[src/fabric_irq_pkg.sv]
// Constants, register map and carriers for the fabric interrupt mask block
package fabric_irq_pkg;

    // ------------------------------------------------------------------
    // Bus and register map
    // ------------------------------------------------------------------
    localparam int APB_ADDR_W = 12;
    localparam int DATA_W = 32;
    localparam logic [APB_ADDR_W-1:0] OFS_ENABLE_LO = 12'h000;
    localparam logic [APB_ADDR_W-1:0] OFS_ENABLE_HI = 12'h004;
    localparam logic [APB_ADDR_W-1:0] OFS_CAUSE_LO = 12'h008;
    localparam logic [APB_ADDR_W-1:0] OFS_CAUSE_HI = 12'h00c;
    localparam logic [APB_ADDR_W-1:0] OFS_EVT_STATUS = 12'h020;
    localparam logic [APB_ADDR_W-1:0] OFS_EVT_MASK = 12'h024;
    localparam logic [DATA_W-1:0] ENABLE_RESET = 32'h0000_0000;
    localparam logic [DATA_W-1:0] CAUSE_RESET = 32'h0000_0000;
    localparam logic [DATA_W-1:0] READ_ZERO = 32'h0000_0000;

    // ------------------------------------------------------------------
    // Bit positions in the low enable and cause registers
    // ------------------------------------------------------------------
    localparam int BIT_FAST_DMA_ERROR = 22;
    localparam int BIT_NVM_ARRAY1 = 17;
    localparam int BIT_NVM_ARRAY0 = 16;
    localparam int BIT_SUBSYS_PLL_LOST = 15;
    localparam int BIT_FAST_DMA_DONE = 9;
    localparam int BIT_PERIPH_DMA = 8;
    localparam int BIT_SPI_PORT0 = 0;
    localparam logic [DATA_W-1:0] LO_IMPL_MASK = 32'h0043_8301;

    // ------------------------------------------------------------------
    // Bit positions in the high enable and cause registers
    // ------------------------------------------------------------------
    localparam int BIT_WIDE_FABRIC_IF = 7;
    localparam int BIT_FABRIC_PLL_LOST = 6;
    localparam int BIT_FABRIC_PLL_LOCKED = 5;
    localparam int BIT_DDR_IO_CAL = 3;
    localparam logic [DATA_W-1:0] HI_IMPL_MASK = 32'h0000_00e8;

    // ------------------------------------------------------------------
    // Event status layout
    // ------------------------------------------------------------------
    localparam int EVT_W = 2;
    localparam int EVT_LO = 0;
    localparam int EVT_HI = 1;
    localparam logic [EVT_W-1:0] EVT_RESET = 2'h0;

    // Raw interrupt lines from the on-chip subsystems
    typedef struct packed {
        logic fast_dma_error_irq;
        logic nvm_array1_irq;
        logic nvm_array0_irq;
        logic subsys_pll_lost_irq;
        logic fast_dma_done_irq;
        logic periph_dma_irq;
        logic spi_port0_irq;
        logic wide_fabric_if_irq;
        logic fabric_pll_lost_irq;
        logic fabric_pll_locked_irq;
        logic ddr_io_cal_irq;
    } irq_src_t;

endpackage

[src/bit_sync.sv]
// Two-flop synchroniser, one stage pair per bit
`timescale 1ns/1ps
module bit_sync #(
    parameter int WIDTH = 1
) (
    // Clock and reset
    input wire logic pclk,
    input wire logic presetn,
    // Data
    input wire logic [WIDTH-1:0] async_in,
    output logic [WIDTH-1:0] sync_out
);

    // ------------------------------------------------------------------
    // Per-bit stages; the first flop feeds only the second
    // ------------------------------------------------------------------
    genvar i;
    generate
        for (i = 0; i < WIDTH; i++) begin : g_bit
            logic meta_r;
            always_ff @(posedge pclk or negedge presetn) begin
                if (!presetn) begin
                    meta_r <= 1'b0;
                    sync_out[i] <= 1'b0;
                end else begin
                    meta_r <= async_in[i];
                    sync_out[i] <= meta_r;
                end
            end
        end
    endgenerate

endmodule // bit_sync

[src/event_status.sv]
// Sticky event status with write-one-to-clear, mask and interrupt output
`timescale 1ns/1ps
module event_status
    import fabric_irq_pkg::*;
(
    // Clock and reset
    input wire logic pclk,
    input wire logic presetn,
    // Events and software access
    input wire logic [EVT_W-1:0] evt_pulse,
    input wire logic clr_wr,
    input wire logic mask_wr,
    input wire logic [EVT_W-1:0] wr_data,
    // State and interrupt
    output logic [EVT_W-1:0] status_r,
    output logic [EVT_W-1:0] mask_r,
    output logic irq_r
);

    // Set wins over a clear landing in the same cycle
    always_ff @(posedge pclk or negedge presetn) begin
        if (!presetn) begin
            status_r <= EVT_RESET;
        end else begin
            status_r <= evt_pulse |
                        (status_r & ~(clr_wr ? wr_data : EVT_RESET));
        end
    end

    // Mask register, one enables the bit onto the interrupt
    always_ff @(posedge pclk or negedge presetn) begin
        if (!presetn) begin
            mask_r <= EVT_RESET;
        end else if (mask_wr) begin
            mask_r <= wr_data;
        end
    end

    // Level interrupt, registered so it lags status by one cycle
    always_ff @(posedge pclk or negedge presetn) begin
        if (!presetn) begin
            irq_r <= 1'b0;
        end else begin
            irq_r <= |(status_r & mask_r);
        end
    end

endmodule // event_status

[src/fabric_interrupt_mask_status.sv]
// Fabric interrupt enable and cause registers behind an APB slave
//
// Overview of operation
// - Enable-lo bit 22 gates fast DMA error
// - Enable-lo bit 17 gates NVM array 1
// - Enable-lo bit 16 gates NVM array 0
// - Enable-lo bit 15 gates subsystem PLL lost
// - Enable-lo bit 9 gates fast DMA done
// - Enable-lo bit 8 gates peripheral DMA
// - Enable-lo bit 0 gates SPI port 0
// - Enable-hi bit 7 gates wide fabric interface
// - Enable-hi bit 6 gates fabric PLL lost
// - Enable-hi bit 5 gates fabric PLL locked
// - Enable-hi bit 3 gates DDR IO calibration
// - Cause-hi bit 7 is source AND enable
// - Enable registers read/write, reset to zero
// - Cause registers read-only, reset zero, show active
//
// The APB register port and the register addresses were left to the implementer.
`timescale 1ns/1ps
module fabric_interrupt_mask_status
    import fabric_irq_pkg::*;
(
    // Clock and reset
    input wire logic pclk,
    input wire logic presetn,
    // APB slave
    input wire logic psel,
    input wire logic penable,
    input wire logic pwrite,
    input wire logic [APB_ADDR_W-1:0] paddr,
    input wire logic [DATA_W-1:0] pwdata,
    output logic [DATA_W-1:0] prdata,
    output logic pready,
    output logic pslverr,
    // Subsystem interrupt sources, asynchronous
    input wire irq_src_t irq_src,
    // Forwarded interrupts toward the fabric
    output logic [DATA_W-1:0] fabric_irq_lo,
    output logic [DATA_W-1:0] fabric_irq_hi,
    // Block interrupt
    output logic irq
);

    // ------------------------------------------------------------------
    // Declarations
    // ------------------------------------------------------------------
    irq_src_t src_sync;
    logic [DATA_W-1:0] src_lo;
    logic [DATA_W-1:0] src_hi;
    logic [DATA_W-1:0] en_lo_r;
    logic [DATA_W-1:0] en_hi_r;
    logic [DATA_W-1:0] cause_lo_r;
    logic [DATA_W-1:0] cause_hi_r;
    logic [DATA_W-1:0] cause_lo_d_r;
    logic [DATA_W-1:0] cause_hi_d_r;
    logic [DATA_W-1:0] prdata_r;
    logic [DATA_W-1:0] rd_nxt;
    logic pready_r;
    logic pslverr_r;
    logic addr_ok;
    logic access;
    logic commit_wr;
    logic [EVT_W-1:0] evt_pulse;
    logic [EVT_W-1:0] evt_status;
    logic [EVT_W-1:0] evt_mask;
    logic irq_r;

    // ------------------------------------------------------------------
    // Source synchronisation
    // ------------------------------------------------------------------
    // Sources come from other clock regions, so all are resynchronised
    bit_sync #(
        .WIDTH($bits(irq_src_t))
    ) u_src_sync (
        .pclk(pclk),
        .presetn(presetn),
        .async_in(irq_src),
        .sync_out(src_sync)
    );

    // Place each source at its register bit, others stay zero
    always_comb begin
        src_lo = READ_ZERO;
        src_hi = READ_ZERO;
        src_lo[BIT_FAST_DMA_ERROR] = src_sync.fast_dma_error_irq;
        src_lo[BIT_NVM_ARRAY1] = src_sync.nvm_array1_irq;
        src_lo[BIT_NVM_ARRAY0] = src_sync.nvm_array0_irq;
        src_lo[BIT_SUBSYS_PLL_LOST] = src_sync.subsys_pll_lost_irq;
        src_lo[BIT_FAST_DMA_DONE] = src_sync.fast_dma_done_irq;
        src_lo[BIT_PERIPH_DMA] = src_sync.periph_dma_irq;
        src_lo[BIT_SPI_PORT0] = src_sync.spi_port0_irq;
        src_hi[BIT_WIDE_FABRIC_IF] = src_sync.wide_fabric_if_irq;
        src_hi[BIT_FABRIC_PLL_LOST] = src_sync.fabric_pll_lost_irq;
        src_hi[BIT_FABRIC_PLL_LOCKED] = src_sync.fabric_pll_locked_irq;
        src_hi[BIT_DDR_IO_CAL] = src_sync.ddr_io_cal_irq;
    end

    // ------------------------------------------------------------------
    // APB decode
    // ------------------------------------------------------------------
    // One wait state: pready rises in the second access cycle
    assign access = psel && penable;
    assign commit_wr = access && pready_r && pwrite && addr_ok;
    assign addr_ok = (paddr == OFS_ENABLE_LO) || (paddr == OFS_ENABLE_HI) ||
                     (paddr == OFS_CAUSE_LO) || (paddr == OFS_CAUSE_HI) ||
                     (paddr == OFS_EVT_STATUS) || (paddr == OFS_EVT_MASK);

    // Read multiplexer, unmapped addresses read zero
    always_comb begin
        rd_nxt = READ_ZERO;
        case (paddr)
            OFS_ENABLE_LO: rd_nxt = en_lo_r;
            OFS_ENABLE_HI: rd_nxt = en_hi_r;
            OFS_CAUSE_LO: rd_nxt = cause_lo_r;
            OFS_CAUSE_HI: rd_nxt = cause_hi_r;
            OFS_EVT_STATUS: rd_nxt[EVT_W-1:0] = evt_status;
            OFS_EVT_MASK: rd_nxt[EVT_W-1:0] = evt_mask;
            default: rd_nxt = READ_ZERO;
        endcase
    end

    // Ready handshake; drops after each completed access
    always_ff @(posedge pclk or negedge presetn) begin
        if (!presetn) begin
            pready_r <= 1'b0;
        end else begin
            pready_r <= access && !pready_r;
        end
    end

    // Read data and error captured on the same edge that raises pready
    always_ff @(posedge pclk or negedge presetn) begin
        if (!presetn) begin
            prdata_r <= READ_ZERO;
            pslverr_r <= 1'b0;
        end else if (access && !pready_r) begin
            prdata_r <= pwrite ? READ_ZERO : rd_nxt;
            pslverr_r <= !addr_ok;
        end else begin
            prdata_r <= READ_ZERO;
            pslverr_r <= 1'b0;
        end
    end

    // ------------------------------------------------------------------
    // Enable registers
    // ------------------------------------------------------------------
    // Reserved positions are masked off at write time
    always_ff @(posedge pclk or negedge presetn) begin
        if (!presetn) begin
            en_lo_r <= ENABLE_RESET;
        end else if (commit_wr && paddr == OFS_ENABLE_LO) begin
            en_lo_r <= pwdata & LO_IMPL_MASK;
        end
    end

    // High enable register, same treatment
    always_ff @(posedge pclk or negedge presetn) begin
        if (!presetn) begin
            en_hi_r <= ENABLE_RESET;
        end else if (commit_wr && paddr == OFS_ENABLE_HI) begin
            en_hi_r <= pwdata & HI_IMPL_MASK;
        end
    end

    // ------------------------------------------------------------------
    // Cause registers and forwarding
    // ------------------------------------------------------------------
    // Cause is a live level, not sticky; writes never reach it
    always_ff @(posedge pclk or negedge presetn) begin
        if (!presetn) begin
            cause_lo_r <= CAUSE_RESET;
            cause_hi_r <= CAUSE_RESET;
        end else begin
            cause_lo_r <= src_lo & en_lo_r & LO_IMPL_MASK;
            cause_hi_r <= src_hi & en_hi_r & HI_IMPL_MASK;
        end
    end

    // Delayed copy for rising-edge detection of the causes
    always_ff @(posedge pclk or negedge presetn) begin
        if (!presetn) begin
            cause_lo_d_r <= CAUSE_RESET;
            cause_hi_d_r <= CAUSE_RESET;
        end else begin
            cause_lo_d_r <= cause_lo_r;
            cause_hi_d_r <= cause_hi_r;
        end
    end

    // A newly active cause in either register raises its event
    always_comb begin
        evt_pulse = EVT_RESET;
        evt_pulse[EVT_LO] = |(cause_lo_r & ~cause_lo_d_r);
        evt_pulse[EVT_HI] = |(cause_hi_r & ~cause_hi_d_r);
    end

    // ------------------------------------------------------------------
    // Event status and block interrupt
    // ------------------------------------------------------------------
    event_status u_evt (
        .pclk(pclk),
        .presetn(presetn),
        .evt_pulse(evt_pulse),
        .clr_wr(commit_wr && paddr == OFS_EVT_STATUS),
        .mask_wr(commit_wr && paddr == OFS_EVT_MASK),
        .wr_data(pwdata[EVT_W-1:0]),
        .status_r(evt_status),
        .mask_r(evt_mask),
        .irq_r(irq_r)
    );

    // ------------------------------------------------------------------
    // Outputs
    // ------------------------------------------------------------------
    assign prdata = prdata_r;
    assign pready = pready_r;
    assign pslverr = pslverr_r;
    assign fabric_irq_lo = cause_lo_r;
    assign fabric_irq_hi = cause_hi_r;
    assign irq = irq_r;
endmodule // fabric_interrupt_mask_status

[config.mk]
export PLATFORM = sky130hd
export DESIGN_NAME = fabric_interrupt_mask_status
export DESIGN_NICKNAME = d
export VERILOG_FILES = /design/src/fabric_irq_pkg.sv /design/src/bit_sync.sv /design/src/event_status.sv /design/src/fabric_interrupt_mask_status.sv
export SDC_FILE = /design/constraint.sdc
export NUM_CORES = 1
export LEC_CHECK = 0
export BUFFER_PORTS_ARGS = -buffer_cell sky130_fd_sc_hd__buf_2
export CAP_MARGIN = 20
export CORE_MARGIN = 3
export CORE_UTILIZATION = 40
export CTS_CLUSTER_DIAMETER = 50
export DETAILED_ROUTE_END_ITERATION = 16
export PLACE_DENSITY = 0.72
export SKIP_LAST_GASP = 1
export SYNTH_ARGS = -nofsm -noshare
export SYNTH_HDL_FRONTEND = slang
export SYNTH_SLANG_ARGS = --single-unit
[constraint.sdc]
create_clock -name pclk -period 2.9 [get_ports pclk]
set_clock_uncertainty 0.05 [all_clocks]
set_input_delay 0.435 -clock pclk [delete_from_list [all_inputs] [get_ports pclk]]
set_output_delay 0.435 -clock pclk [all_outputs]
set_load 0.1 [all_outputs]
Word-level counts from Yosys, hierarchy flattened
Index checks and enable logic that the tools add are counted.

storage, ports and cells
  register bits after elaboration = 94
  bits of input ports = 60
  logic and storage cells = 75

cells by class
  equality and inequality tests = 5
  muxes and demuxes = 6
  bitwise operators = 10
  reduce and logical (&&, ||, !) cells = 20

operators by type and width
  kind                                                              number
  21-bit one-hot mux with 4 select lines                            1
  32-bit 2-to-1 mux                                                 2
  32-bit OR reduction                                               2
  23-bit by 32-bit bitwise AND with 32-bit output                   1
  8-bit by 32-bit bitwise AND with 32-bit output                    1
  23-bit NOT with 32-bit output                                     1
  8-bit NOT with 32-bit output                                      1
  12-bit by 4-bit == test with 1-bit output, second input constant  2
  12-bit by 6-bit == test with 1-bit output, second input constant  2
  23-bit bitwise AND                                                1
  12-bit by 3-bit == test with 1-bit output, second input constant  1
  12-bit zero test                                                  1
  1-bit logical AND                                                 9
  8-bit bitwise AND                                                 1
  2-bit one-hot mux with 4 select lines                             1
  1-bit logical OR                                                  5
  2-bit bitwise AND                                                 2
  1-bit zero test                                                   2
  2-bit 2-to-1 mux                                                  1
  2-bit NOT                                                         1
  2-bit OR                                                          1
  2-bit OR reduction                                                1
  1-bit 2-to-1 mux                                                  1

Longest topological paths before layout
  word-level depth = 12
  depth in mapped cells = 5

Cells and area by module
A second synthesis with hierarchy kept.

unflattened totals
  cell total of the unflattened synthesis = 247
  area total of the unflattened synthesis = 3101.7 um2

by module, submodules not included
  module                        times used  cells an instance  area each (um2)
  fabric_interrupt_mask_status  1           213                2364.8
  bit_sync                      1           22                 550.5
  event_status                  1           12                 186.4

Worst setup path after synthesis
OpenSTA, ideal clock, no wires.

  path type = reg-to-reg
  from = register pready_r (netlist: pready)
  to = register en_lo_r[0]
  library setup time = 0.125 ns
  data arrival time = 1.879 ns
  data required time = 2.725 ns
  setup slack = 0.847 ns
  stages on the path, launching flop included = 5
  path buffers = 0
  clock period less this slack = 2.053 ns
  cells stage by stage = dfrtp_1 > nand4_1 > nor3_1 > nand2_2 > mux2_2

on the way
  cells in the longest elaborated chain, start to end = 4

ends and longest elaborated chain
  what                            line                                 source
  start: declaration              fabric_interrupt_mask_status.sv:59   logic pready_r;
  start signal: assignment        fabric_interrupt_mask_status.sv:128  pready_r <= access && !pready_r;
  1-bit logical AND (3 in a row)  fabric_interrupt_mask_status.sv:104  assign commit_wr = access && pready_r && pwrite && addr_ok;
  1-bit logical AND               fabric_interrupt_mask_status.sv:153  end else if (commit_wr && paddr == OFS_ENABLE_LO) begin
  end signal: assignment          fabric_interrupt_mask_status.sv:154  en_lo_r <= pwdata & LO_IMPL_MASK;
  end: declaration                fabric_interrupt_mask_status.sv:51   logic [DATA_W-1:0] en_lo_r;

No other way between the ends.
A chain may end at the register's enable or synchronous reset.

Worst setup path in the final report
  from = input paddr[9]
  to = register u_evt.mask_r[1]

on the way
  cells in the longest elaborated chain, start to end = 8
  elaborated cells between the ends (all ways) = 13
  those cells by class = eq/ne: 5; reduce/logical: 8

ends and longest elaborated chain
  what                                                                           line                                 source
  start: declaration                                                             fabric_interrupt_mask_status.sv:31   input wire logic [APB_ADDR_W-1:0] paddr,
  12-bit by 3-bit == test with 1-bit output or 12-bit zero test (tied branches)  fabric_interrupt_mask_status.sv:105  assign addr_ok = (paddr == OFS_ENABLE_LO) || (paddr == OFS_ENABLE_HI) ||
  1-bit logical OR (2 in a row)                                                  fabric_interrupt_mask_status.sv:105
  1-bit logical OR (2 in a row)                                                  fabric_interrupt_mask_status.sv:106  (paddr == OFS_CAUSE_LO) || (paddr == OFS_CAUSE_HI) ||
  1-bit logical OR                                                               fabric_interrupt_mask_status.sv:107  (paddr == OFS_EVT_STATUS) || (paddr == OFS_EVT_MASK);
  1-bit logical AND                                                              fabric_interrupt_mask_status.sv:104
  1-bit logical AND *                                                            fabric_interrupt_mask_status.sv:207  .mask_wr(commit_wr && paddr == OFS_EVT_MASK),
  end signal: assignment                                                         event_status.sv:35                   mask_r <= wr_data;
  end: declaration                                                               event_status.sv:16                   output logic [EVT_W-1:0] mask_r,

Every way passes the cells marked *; elsewhere a longest branch is shown, timed or not.

==> summary.md <==
| Metric | Value |
|---|---|
| Hold Path Class | primary input to register |
| M1 GR Usage | 13.8% |
| Met3 track demand over resource | 4.57% |
| Vias | 1677 |
| Pre-Repair DR Iteration Count | 4 |
| Worst Hold Launch | irq_src[7] |
| Post-synthesis sequential area ratio | 60.0% |
| Core area | 7370 µm² |
| Synthesized cell area | 3080 µm² |
| Drt wl/cell | 12.0 µm |
| Hold endpoint | u_src_sync.g_bit[7].meta_r |
| Routed wire length | 5.05 mm |
| Share of the synthesized area in the top cell type | 60.0% |
| Dominant cell type by area after synthesis | dfrtp_1 |
| Post-synth ARST share | 100% |
| Die Ht | 93.8 µm |
| DRC | 0 |
| Sum Neg Setup Slack | 0 ps |
| Status | finished, final reports clean |
| Commonest cells in the netlist | dfrtp_1, buf_4, nor2_1 |
| CTS Buffer Depth | 2 |
| Worst Hold Depth | 1 |
| RSZ-0062 raised after global routing | no |
| Vias/cell | 3.99 |
| Synth Warn # | 0 |
| EDFF count, synth | 0 |
| Synth top area cells | dfrtp_1, buf_4, mux2_2 |
| Peak Freq | 539 MHz |
| Largest net degree at the start of global routing | 75 |
| Final setup violation count | 0 |
| Syn_area_per_cell | 12.6 µm² |
| Layout cells sized above 1 | 30.2% |
| Crit Path Category | primary input to register |
| Pins Over Slew Limit | 0 |
| Worst R2R Path Depth | 4 |
| Clk sinks | 74 |
| TritonCTS buffer count | 9 |
| Post-cts resize count | 0 |
| Headroom to the max-slew limit | 40.1% |
| Yosys reg bits | 74 |
| Detail Route Antenna Nets | 0 |
| Power Density | 672 nW/µm² |
| Final WS setup | 1050 ps |
| Worst skew pair latency | 340 ps |
| Antenna violations before repair | 0 |
| Fin Hold WS | 144 ps |
| Global-route wire length before repair | 7.71 mm |
| Count leader, synth | dfrtp_1 |
| Post-CTS setup buffer count | 0 |
| Flop-to-flop setup slack | 1320 ps |
| Global Route met2 Usage | 17.7% |
| Post-Layout Cell Count | 420 |
| CP startpoint kind | primary input |
| Port bufs | 65 |
| Horiz. Die Dim | 93.8 µm |
| Die area | 8800 µm² |
| Max VDD drop | 0.288 mV |
| Post-synth cell types | 31 |
| Row cnt | 31 |
| Nets | 376 |
| Final min period | 1850 ps |
| Global route hottest layer | met2 |
| Antenna cell count | 0 |
| CTS root buf | clkbuf_8 |
| I/O Pins | 159 |
| CP arrival | 2030 ps |
| Grt total ovfl | 0 |
| Max-cap viol count | 0 |
| P&R area growth vs syn | 11.6% |
| Initial core utilization | 41.9% |
| Top FF cell, synth | dfrtp_1 |
| Crit. End Element | register |
| Fin crit share | 64.0% |
| Number of global-route vias before repair | 1630 |
| Worst-margin pin slew | 898 ps |
| DP HPWL | 3.61 mm |
| CP max FO | 5 |
| Worst reg2reg startpoint | pready |
| Capture point of the worst reg-to-reg path | en_lo_r[17] |
| Routability cong. | 0.781 |
| CTS H-Tree Depth | 3 |
| DR iter-0 viols | 53 |
| Mapped Cells | 244 |
| Placed instance count | 404 |
| Worst-path clk slew | 80 ps |
| Hold buffer count at CTS | 0 |
| Global Route Usage Sum | 11.7% |
| CTS tree | built |
| Pleak | 1.87 nW |
| Final Hold Viols | 0 |
| Pre-CTS WS | 708 ps |
| Req. time, crit path | 3070 ps |
| Filler cells | 683 |
-- how the worst max path moves through the flow --
| stage | startpoint | end | cells after the start |
|---|---|---|---|
| final | paddr[9] | u_evt.mask_r[1] | 5 |
| after CTS | paddr[9] | en_hi_r[3] | 5 |
| after global routing | paddr[9] | u_evt.mask_r[1] | 5 |
| after detailed placement | paddr[9] | en_hi_r[5] | 5 |
| after floorplan | pready | en_lo_r[0] | 4 |
| after global placement | paddr[9] | en_hi_r[5] | 5 |
-- cells in the final DEF, fill, tap and decap left out, drive strengths merged --
cell type	netlist	final
nand3b	1	1
a21oi	1	1
and3	1	1
nor3	4	4
a22o	1	1
a21boi	1	1
and2	11	11
bufinv	0	1
a21o	2	2
nand2	4	4
a32oi	1	1
nand2b	7	7
or4	2	2
a222oi	1	1
dfrtp	74	74
clkinv	0	1
mux2i	12	12
conb	1	73
buf	73	65
nor2	14	14
o2111ai	1	1
clkinvlp	0	3
nor4	2	2
nand4	5	5
clkbuf	3	10
mux2	13	13
o21ai	1	1
nor2b	1	1
inv	5	6
nand3	2	2
-- sequential cells by signal (all words and copies together), names as in the netlist, 2 cells and up --
signal                   flops
prdata                      12
u_src_sync.g_bit.meta_r     11
u_src_sync.sync_out         11
cause_lo_d_r                 7
en_lo_r                      7
fabric_irq_lo                7
cause_hi_d_r                 4
en_hi_r                      4
fabric_irq_hi                4
u_evt.mask_r                 2
u_evt.status_r               2
-- kinds of logic (layout without fill, tap and decap cells) --
| family | Yosys count | count (layout) | share of synthesized area [%] |
|---|---|---|---|
| AOI/OAI and AO/OA | 9 | 9 | 2.23 |
| buffers and inverters | 81 | 86 | 18.7 |
| DFF | 74 | 74 | 60.0 |
| muxes | 25 | 25 | 8.64 |
| other | 1 | 73 | 0.122 |
| and+or+nand+nor | 54 | 54 | 10.2 |
-- final cells by class --
| cell class | instances | area, µm² | share of cell area, % |
|---|---|---|---|
| Clock buffer | 10 | 128 | 3.71 |
| Clock inverter | 6 | 66.3 | 1.93 |
| Inverter | 5 | 18.8 | 0.545 |
| Multi-Input combinational cell | 161 | 925 | 26.9 |
| Sequential cell | 74 | 1850 | 53.8 |
| Tap cell | 99 | 124 | 3.60 |
| Timing Repair Buffer | 65 | 328 | 9.53 |
-- per-layer routing --
metal	up-vias	wire length (µm)
li1	798	-
met4	0	139
met2	77	2430
met5	-	0
met1	789	2020
met3	13	459
-- where the power goes --
| part | switching [W] | internal (W) | leakage, nW |
|---|---|---|---|
| combinational | 0.000462 | 0.0000262 | 0.802 |
| sequential | 0.00000436 | 0.00105 | 0.981 |
| clock | 0.000373 | 0.000399 | 0.0889 |
| total | 0.000839 | 0.00147 | 1.87 |
-- through the flow --
stage / power (W) / utilization [%] / cell area (µm²)
2_1_floorplan: 0.00159 / - / 3350
3_3_place_gp: 0.00156 / 44.1 / 3250
3_5_place_dp: 0.00156 / 44.1 / 3250
4_1_cts: 0.00234 / 46.7 / 3440
5_1_grt: 0.00241 / 46.7 / 3440
6_report: 0.00231 / 46.7 / 3440
-- critical path, stage by stage --
cell and delay (ps):
buf_2 90, or4_4 580, nor3_2 320, and3_1 260, mux2_2 340
No activity file was read; power rests on OpenSTA's default activity.
